===== src/dic_consts.svh =====
// constants for the drive input conditioning block
`ifndef DIC_CONSTS_SVH
`define DIC_CONSTS_SVH
`define DIC_FULL 12'hfff
`define DIC_FOUR_MA 12'h333
`define DIC_VRANGE_FULL 1'b0
`define DIC_IRANGE_0_20 2'h0
`define DIC_IRANGE_4_20 2'h1
`define DIC_IRANGE_CUSTOM 2'h2
`define DIC_FN_ACC_SEL 4'h4
`define DIC_FN_REVERSE 4'h5
`define DIC_FN_FREEZE 4'h8
`define DIC_FN_DC_BRAKE 4'h9
`define DIC_FN_POT_UP 4'h4
`define DIC_FN_POT_DOWN 4'ha
`define DIC_SP_VOLT 3'h0
`define DIC_SP_CURR 3'h1
`define DIC_SP_PANEL 3'h2
`define DIC_SP_POT 3'h3
`define DIC_SP_POT_RST 3'h4
`define DIC_PLACE_POT_A 3'h3
`define DIC_PLACE_POT_B 3'h4
`define DIC_CLK_NS 5
`define DIC_FILT_SUB_NS 62500
`define DIC_FILT_SUB_CYC (`DIC_FILT_SUB_NS / `DIC_CLK_NS)
`define DIC_FILT_SHIFT 4
`define DIC_RAMP_STEP_NS 244
`define DIC_RAMP_STEP_CYC (`DIC_RAMP_STEP_NS / `DIC_CLK_NS)
`endif


===== src/dic_pkg.sv =====
// types and shared arithmetic of the drive input conditioning block
package dic_pkg;
   typedef logic [11:0] dic_level_t;

   typedef struct packed {
      logic [13:0] sub;
      logic [15:0] cnt;
      logic [15:0] y;
   } dic_filt_s;

   typedef struct packed {
      logic [5:0] sub;
      logic [15:0] cnt;
      dic_level_t val;
   } dic_ramp_s;

   typedef struct packed {
      dic_level_t vmin;
      dic_level_t vmax;
      dic_level_t imin;
      dic_level_t imax;
      dic_level_t setpoint;
      dic_level_t act1;
      dic_level_t act2;
      logic signed [12:0] err;
      logic rev;
      logic acc2;
      logic hold;
      logic dcbrk;
      logic run_prev;
   } dic_main_s;

   // maps lo..hi onto 0..full scale, clamped; an empty span passes through
   function automatic dic_level_t dic_rescale(input dic_level_t x, input dic_level_t lo,
                                              input dic_level_t hi);
      logic [23:0] num;
      logic [23:0] den;
      num = 24'(x - lo) * 24'hfff;
      den = 24'(hi - lo);
      if (hi <= lo) begin
         dic_rescale = x;
      end else if (x <= lo) begin
         dic_rescale = 12'h000;
      end else if (x >= hi) begin
         dic_rescale = 12'hfff;
      end else begin
         dic_rescale = 12'(num / den);
      end
   endfunction : dic_rescale
endpackage : dic_pkg


===== src/dic_scale.sv =====
// analog input path: span scaling, inversion and first-order filter
`timescale 1ns/1ps
`include "dic_consts.svh"
module dic_scale #(
   parameter int FILT_SUB_CYC = `DIC_FILT_SUB_CYC
) (
   input wire logic clk_i,
   input wire logic reset_n_i,
   input wire logic [11:0] raw_i,
   input wire logic [11:0] lo_i,
   input wire logic [11:0] hi_i,
   input wire logic invert_i,
   input wire logic [15:0] filt_time_i,
   output logic [11:0] level_o
);
   dic_pkg::dic_filt_s st_r;
   dic_pkg::dic_filt_s st_nxt;
   dic_pkg::dic_level_t scaled;
   logic signed [16:0] diff;

   always_comb begin
      scaled = dic_pkg::dic_rescale(raw_i, lo_i, hi_i);
      if (invert_i) begin
         scaled = `DIC_FULL - scaled;
      end
      diff = $signed({1'b0, scaled, 4'h0}) - $signed({1'b0, st_r.y});
      st_nxt = st_r;
      // y moves 1/16 of the gap per filt_time sub-ticks: tau equals filt_time ms
      if (filt_time_i == 16'h0000) begin
         st_nxt.y = {scaled, 4'h0};
         st_nxt.sub = 14'h0000;
         st_nxt.cnt = 16'h0000;
      end else if (st_r.sub == 14'(FILT_SUB_CYC - 1)) begin
         st_nxt.sub = 14'h0000;
         if (st_r.cnt + 16'h0001 >= filt_time_i) begin
            st_nxt.cnt = 16'h0000;
            st_nxt.y = 16'($signed({1'b0, st_r.y})
               + (diff >>> `DIC_FILT_SHIFT));
         end else begin
            st_nxt.cnt = st_r.cnt + 16'h0001;
         end
      end else begin
         st_nxt.sub = st_r.sub + 14'h0001;
      end
   end

   always_ff @(posedge clk_i or negedge reset_n_i) begin
      if (!reset_n_i) begin
         st_r <= '0;
      end else begin
         st_r <= st_nxt;
      end
   end

   assign level_o = st_r.y[15:4];
endmodule : dic_scale


===== src/dic_ramp.sv =====
// motor potentiometer reference ramp
`timescale 1ns/1ps
`include "dic_consts.svh"
module dic_ramp (
   input wire logic clk_i,
   input wire logic reset_n_i,
   input wire logic up_i,
   input wire logic down_i,
   input wire logic [15:0] ramp_time_i,
   input wire logic reload_i,
   input wire logic [11:0] reload_val_i,
   output logic [11:0] value_o
);
   dic_pkg::dic_ramp_s st_r;
   dic_pkg::dic_ramp_s st_nxt;
   logic step;

   always_comb begin
      st_nxt = st_r;
      step = 1'b0;
      if (st_r.sub == 6'(`DIC_RAMP_STEP_CYC - 1)) begin
         st_nxt.sub = 6'h00;
         // one lsb per ramp_time sub-steps: full scale in about ramp_time ms
         if (st_r.cnt + 16'h0001 >= ramp_time_i) begin
            st_nxt.cnt = 16'h0000;
            step = 1'b1;
         end else begin
            st_nxt.cnt = st_r.cnt + 16'h0001;
         end
      end else begin
         st_nxt.sub = st_r.sub + 6'h01;
      end
      // reload wins over both contacts; both closed holds the value
      if (reload_i) begin
         st_nxt.val = reload_val_i;
      end else if (step && up_i && !down_i && st_r.val != `DIC_FULL) begin
         st_nxt.val = st_r.val + 12'h001;
      end else if (step && down_i && !up_i && st_r.val != 12'h000) begin
         st_nxt.val = st_r.val - 12'h001;
      end
   end

   always_ff @(posedge clk_i or negedge reset_n_i) begin
      if (!reset_n_i) begin
         st_r <= '0;
      end else begin
         st_r <= st_nxt;
      end
   end

   assign value_o = st_r.val;
endmodule : dic_ramp


===== src/dic_top.sv =====
// drive input conditioning: analog inputs, contact decode, pi setpoint and error
`timescale 1ns/1ps
`include "dic_consts.svh"
module dic_top #(
   parameter int FILT_SUB_CYC = `DIC_FILT_SUB_CYC
) (
   input wire logic clk_i,
   input wire logic reset_n_i,
   input wire logic [11:0] voltage_analog_input_i,
   input wire logic [11:0] current_analog_input_i,
   input wire logic reference_up_contact_i,
   input wire logic reference_down_contact_i,
   input wire logic multi_function_contact_i,
   input wire logic run_i,
   input wire logic v_range_i,
   input wire logic capture_v_min_i,
   input wire logic capture_v_max_i,
   input wire logic v_invert_i,
   input wire logic [15:0] v_filt_time_i,
   input wire logic [1:0] i_range_i,
   input wire logic capture_i_min_i,
   input wire logic capture_i_max_i,
   input wire logic i_invert_i,
   input wire logic [15:0] i_filt_time_i,
   input wire logic [3:0] up_fn_i,
   input wire logic [3:0] down_fn_i,
   input wire logic [3:0] multi_fn_i,
   input wire logic [2:0] control_place_i,
   input wire logic [15:0] pot_ramp_time_i,
   input wire logic [2:0] setpoint_sel_i,
   input wire logic [11:0] panel_pi_setpoint_i,
   input wire logic [11:0] min_freq_i,
   input wire logic [11:0] actual1_i,
   input wire logic [11:0] actual2_i,
   input wire logic [11:0] act1_min_i,
   input wire logic [11:0] act1_max_i,
   input wire logic [11:0] act2_min_i,
   input wire logic [11:0] act2_max_i,
   input wire logic actual_sel_i,
   input wire logic error_invert_i,
   output logic [11:0] voltage_level_o,
   output logic [11:0] current_level_o,
   output logic [11:0] setpoint_o,
   output logic [11:0] actual1_o,
   output logic [11:0] actual2_o,
   output logic signed [12:0] pi_error_o,
   output logic reverse_o,
   output logic acc_dec_sel2_o,
   output logic ramp_hold_o,
   output logic dc_brake_o
);
   dic_pkg::dic_main_s st_r;
   dic_pkg::dic_main_s st_nxt;
   dic_pkg::dic_level_t v_lo;
   dic_pkg::dic_level_t v_hi;
   dic_pkg::dic_level_t i_lo;
   dic_pkg::dic_level_t i_hi;
   dic_pkg::dic_level_t pot_val;
   dic_pkg::dic_level_t act_sel;
   logic [3:0] up_fn_eff;
   logic [3:0] down_fn_eff;
   logic pot_mode;
   logic pot_up;
   logic pot_down;
   logic pot_reload;
   logic signed [12:0] err_raw;

   // span selection for the two analog inputs
   always_comb begin
      if (v_range_i == `DIC_VRANGE_FULL) begin
         v_lo = 12'h000;
         v_hi = `DIC_FULL;
      end else begin
         v_lo = st_r.vmin;
         v_hi = st_r.vmax;
      end
      unique case (i_range_i)
         `DIC_IRANGE_0_20: begin
            i_lo = 12'h000;
            i_hi = `DIC_FULL;
         end
         `DIC_IRANGE_4_20: begin
            i_lo = `DIC_FOUR_MA;
            i_hi = `DIC_FULL;
         end
         `DIC_IRANGE_CUSTOM: begin
            i_lo = st_r.imin;
            i_hi = st_r.imax;
         end
         default: begin
            i_lo = 12'h000;
            i_hi = `DIC_FULL;
         end
      endcase
   end

   dic_scale #(
      .FILT_SUB_CYC(FILT_SUB_CYC)
   ) u_volt (
      .clk_i(clk_i),
      .reset_n_i(reset_n_i),
      .raw_i(voltage_analog_input_i),
      .lo_i(v_lo),
      .hi_i(v_hi),
      .invert_i(v_invert_i),
      .filt_time_i(v_filt_time_i),
      .level_o(voltage_level_o)
   );

   dic_scale #(
      .FILT_SUB_CYC(FILT_SUB_CYC)
   ) u_curr (
      .clk_i(clk_i),
      .reset_n_i(reset_n_i),
      .raw_i(current_analog_input_i),
      .lo_i(i_lo),
      .hi_i(i_hi),
      .invert_i(i_invert_i),
      .filt_time_i(i_filt_time_i),
      .level_o(current_level_o)
   );

   // contact function decode; pot control places override the programmed up and down codes
   always_comb begin
      pot_mode = (control_place_i == `DIC_PLACE_POT_A) || (control_place_i == `DIC_PLACE_POT_B);
      up_fn_eff = pot_mode ? `DIC_FN_POT_UP : up_fn_i;
      down_fn_eff = pot_mode ? `DIC_FN_POT_DOWN : down_fn_i;
      pot_up = reference_up_contact_i && (up_fn_eff == `DIC_FN_POT_UP);
      pot_down = reference_down_contact_i && (down_fn_eff == `DIC_FN_POT_DOWN);
      pot_reload = (setpoint_sel_i == `DIC_SP_POT_RST) && st_r.run_prev && !run_i;
   end

   dic_ramp u_pot (
      .clk_i(clk_i),
      .reset_n_i(reset_n_i),
      .up_i(pot_up),
      .down_i(pot_down),
      .ramp_time_i(pot_ramp_time_i),
      .reload_i(pot_reload),
      .reload_val_i(min_freq_i),
      .value_o(pot_val)
   );

   always_comb begin
      act_sel = actual_sel_i ? st_r.act2 : st_r.act1;
      err_raw = $signed({1'b0, st_r.setpoint}) - $signed({1'b0, act_sel});
      st_nxt = st_r;
      st_nxt.run_prev = run_i;
      // live level captured on enter; no other path writes these limits
      if (capture_v_min_i) begin
         st_nxt.vmin = voltage_analog_input_i;
      end
      if (capture_v_max_i) begin
         st_nxt.vmax = voltage_analog_input_i;
      end
      if (capture_i_min_i) begin
         st_nxt.imin = current_analog_input_i;
      end
      if (capture_i_max_i) begin
         st_nxt.imax = current_analog_input_i;
      end
      unique case (setpoint_sel_i)
         `DIC_SP_VOLT: st_nxt.setpoint = voltage_level_o;
         `DIC_SP_CURR: st_nxt.setpoint = current_level_o;
         `DIC_SP_PANEL: st_nxt.setpoint = panel_pi_setpoint_i;
         `DIC_SP_POT: st_nxt.setpoint = pot_val;
         `DIC_SP_POT_RST: st_nxt.setpoint = pot_val;
         default: st_nxt.setpoint = st_r.setpoint;
      endcase
      st_nxt.act1 = dic_pkg::dic_rescale(actual1_i, act1_min_i, act1_max_i);
      st_nxt.act2 = dic_pkg::dic_rescale(actual2_i, act2_min_i, act2_max_i);
      st_nxt.err = error_invert_i ? -err_raw : err_raw;
      // one closed reverse contact is enough, so the two sources are or-ed
      st_nxt.rev = (multi_function_contact_i && multi_fn_i == `DIC_FN_REVERSE)
         || (reference_down_contact_i && down_fn_eff == `DIC_FN_REVERSE);
      st_nxt.acc2 = (multi_function_contact_i && multi_fn_i == `DIC_FN_ACC_SEL)
         || (reference_down_contact_i && down_fn_eff == `DIC_FN_ACC_SEL);
      st_nxt.hold = (multi_function_contact_i && multi_fn_i == `DIC_FN_FREEZE)
         || (reference_down_contact_i && down_fn_eff == `DIC_FN_FREEZE);
      // braking only while stopped; the braking current is set elsewhere
      st_nxt.dcbrk = !run_i && ((multi_function_contact_i && multi_fn_i == `DIC_FN_DC_BRAKE)
         || (reference_down_contact_i && down_fn_eff == `DIC_FN_DC_BRAKE));
   end

   always_ff @(posedge clk_i or negedge reset_n_i) begin
      if (!reset_n_i) begin
         st_r <= '0;
      end else begin
         st_r <= st_nxt;
      end
   end

   assign setpoint_o = st_r.setpoint;
   assign actual1_o = st_r.act1;
   assign actual2_o = st_r.act2;
   assign pi_error_o = st_r.err;
   assign reverse_o = st_r.rev;
   assign acc_dec_sel2_o = st_r.acc2;
   assign ramp_hold_o = st_r.hold;
   assign dc_brake_o = st_r.dcbrk;
endmodule : dic_top


===== config.mk =====
export PLATFORM = sky130hd
export DESIGN_NAME = dic_top
export DESIGN_NICKNAME = d
export VERILOG_FILES = /design/src/dic_pkg.sv /design/src/dic_scale.sv /design/src/dic_ramp.sv /design/src/dic_top.sv
export VERILOG_INCLUDE_DIRS = /design/src
export SDC_FILE = /design/constraint.sdc
export NUM_CORES = 2
export LEC_CHECK = 0
export ABC_AREA = 0
export BUFFER_PORTS_ARGS = -buffer_cell sky130_fd_sc_hd__buf_2
export CAP_MARGIN = 5
export CELL_PAD_IN_SITES_DETAIL_PLACEMENT = 0
export CELL_PAD_IN_SITES_GLOBAL_PLACEMENT = 1
export CORE_MARGIN = 2
export CORE_UTILIZATION = 40
export CTS_CLUSTER_SIZE = 16
export DETAILED_ROUTE_END_ITERATION = 10
export GPL_ROUTABILITY_DRIVEN = 1
export PLACE_DENSITY = 0.67
export SYNTH_ARGS = -nofsm -noshare
export SYNTH_HDL_FRONTEND = slang
export SYNTH_SLANG_ARGS = --single-unit

===== constraint.sdc =====
create_clock -name clk_i -period 86.1 [get_ports clk_i]
set_input_delay 4.305 -clock clk_i [delete_from_list [all_inputs] [get_ports clk_i]]
set_output_delay 4.305 -clock clk_i [all_outputs]
set_load 0.1 [all_outputs]

==> results.sh <==
export IMPL_drtAntennaViolNets=0
export IMPL_crit_cells=286
export IMPL_first_iter_violations=6437
export IMPL_synth_seq_cells=228
export IMPL_critPathKind="in -> reg"
export IMPL_crit_buf_inv=23
export IMPL_vias_per_cell=5.90
export IMPL_max_cap_violations=0
export IMPL_synth_warnings=0
export IMPL_rsz0062_at_grt="false"
export IMPL_fin_util_pct=42.7
export IMPL_worst_slew_pin_transition_ns=1.21
export IMPL_drive_above_1_share_pct=7.67
export IMPL_die_width_um=495
export IMPL_routed_wl_um=335000
export IMPL_status="finished, final reports clean"
export IMPL_fp_dieArea_mm2=0.245
export IMPL_cts_hold_buf=0
export IMPL_r2r_start="st_r[66]"
export IMPL_nNetsFinal=15322
export IMPL_crit_slowest_cell="a2111oi_0"
export IMPL_fin_cells=16284
export IMPL_area_growth_pct=6.39
export IMPL_worstSetupStartpointType="input port"
export IMPL_placedCellCount=16226
export IMPL_ys_types=98
export IMPL_synth_edff_count=0
export IMPL_yosysTopAreaCell="ha_1"
export IMPL_gp_congestion=0.934
export IMPL_wl_per_cell_um=20.6
export IMPL_cts_tree="done"
export IMPL_max_freq_ghz=0.0129
export IMPL_end_kind="flop"
export IMPL_final_common_cell="ha_1"
export IMPL_yosys_area_top_type_share_pct=21.9
export IMPL_ioPinCount=280
export IMPL_initial_utilization_pct=40.2
export IMPL_yosysSeqAreaShare_pct=5.91
export IMPL_cts_sinks=228
export IMPL_crit_family="compound AO/OA/AOI/OAI gates"
export IMPL_synth_cells=13015
export IMPL_grt_max_degree=131
export IMPL_dr_pass1_iters=6
export IMPL_cts_reportedPaths_clkPinSlew_ns=0.06
export IMPL_cts_resized=0
export IMPL_cts_setup_buffers=0
export IMPL_rrSetupSlack_ns=12.89
export IMPL_cpMostUsedCell="o21a_1"
export IMPL_fin_worst_skew_ns=0.0292
export IMPL_drcViolationCount=0
export IMPL_post_route_period_util_pct=90.0
export IMPL_h_tree_depth=1
export IMPL_crit_end="u_curr.level_o[11]"
export IMPL_die_h_um=495
export IMPL_cp_startpoint="i_range_i[0]"
export IMPL_grt_pass1_vias=93154
export IMPL_grt_usage_pct=26.4
export IMPL_setup_viol_count_final=0
export IMPL_synthArstFlopShare_pct=100
export IMPL_relSlewSlack_pct=18.7
export IMPL_core_mm2=0.240
export IMPL_row_count=180
export IMPL_syn_avg_cell_area_um2=7.41
export IMPL_crit_path_max_incr_delay_ns=1.01
export IMPL_min_path_type="reg -> reg"
export IMPL_overflow=0
export IMPL_vias=96129
export IMPL_fin_setup_tns_ns=0
export IMPL_final_cell_mix="ha_1 (1691), nor2_1 (1164), inv_1 (1070)"
export IMPL_rr_endpoint="u_curr.level_o[11]"
export IMPL_cts_root_buf="clkbuf_16"
export IMPL_required_ns=86.61
export IMPL_synth_main_ff_cell="dfrtp_1"
export IMPL_grt_pass1_wl_um=525000
export IMPL_synth_area_mm2=0.0965
export IMPL_period_needed_ns=77.48
export IMPL_syn_num_nets=15264
export IMPL_worstPathMaxFanout=41
export IMPL_insertion_delay_ns=0.64
export IMPL_cts_buffers=29
export IMPL_crit_arrival_ns=77.99
export IMPL_port_buffers=279
export IMPL_hold_path_startpoint="u_pot.st_r[28]"
export IMPL_dp_final_hpwl_um=275000
export IMPL_finalHoldViolCount=0
export IMPL_clock_path_buffers=3
export IMPL_worst_r2r_cell_count=283
export IMPL_maxSlewViolCount=0
export IMPL_antenna_found_initial=13
export IMPL_synthTopCellsByArea="ha_1 (22%), fa_1 (7.4%), dfrtp_1 (5.9%)"
==> synthesized netlist by cell type, drive strengths merged (187+ instances only) <==
cell type	number
ha	1691
nor2	1166
inv	1076
nand2	1046
o21ai	830
a21oi	825
nor3	554
xnor2	513
o21a	507
a21o	436
fa	355
xor2	313
clkbuf	299
nand3	271
mux2	242
dfrtp	228
nand2b	187
==> flip-flops by register name, indices dropped and copies added, names as in the netlist, 13 cells and up <==
register     cells
pi_error_o      13
st_r            49
u_pot.st_r      22
u_volt.st_r     34
u_curr.st_r     34
==> metrics by stage <==
step	cell area, um^2	hold slack [ns]	setup slack, ns
floorplan	96500	0.448	17.81
global placement	102000	0.471	10.40
detailed placement	102000	0.468	9.04
CTS	103000	0.476	9.37
global route	103000	0.500	2.42
finish	103000	0.475	8.62
==> logic make-up after synthesis <==
family	after synthesis	synth area share, %
AND/OR/NAND/NOR	4218	20.9
adder cells (fa/ha/maj)	2047	29.3
flip-flops	228	5.91
multiplexers	330	3.74
buffers and inverters	1498	6.14
XOR/XNOR	826	7.50
AO/OA/AOI/OAI	3868	26.5
==> cell type report <==
cell class              instances  area [um^2]
fillers                     24684       138000
repair buffers                448         2710
multi-input cells           11289        85300
clock buffers                  43          848
flip-flops and latches        228         5710
diodes                          6         15.0
clock inverters                 8         77.6
inverters                    1077         4050
well taps                    3185         3990
==> worst register-to-register path: cells and delay by family (launching register included) <==
| kind | cells | cell delay [ns] |
|---|---|---|
| muxes | 6 | 2.29 |
| buffers and inverters | 21 | 3.41 |
| DFF | 1 | 0.36 |
| and+or+nand+nor | 54 | 11.59 |
| AOI/OAI and AO/OA | 164 | 43.06 |
| xor gates and xnor gates | 4 | 0.74 |
| adders and majority gates | 34 | 11.61 |
==> routing by layer <==
metal	part of all wire [%]	track usage [%]
met5	0.0078	0
met4	2.3	5.59
met3	4.4	2.20
met2	45	43.9
met1	48	37.1
==> worst min-delay path by stage <==
stage                           to  slack [ns]  depth (start not counted)
finish              u_pot.st_r[28]        0.47                          1
global route        u_pot.st_r[28]        0.50                          1
detailed placement  u_pot.st_r[28]        0.47                          1
floorplan           u_pot.st_r[28]        0.45                          1
CTS                 u_pot.st_r[28]        0.48                          1
global placement    u_pot.st_r[28]        0.47                          1
Power is left out: the tool's default activity adds up to more than one toggle a clock period on the data nets, which glitch-free logic cannot reach.
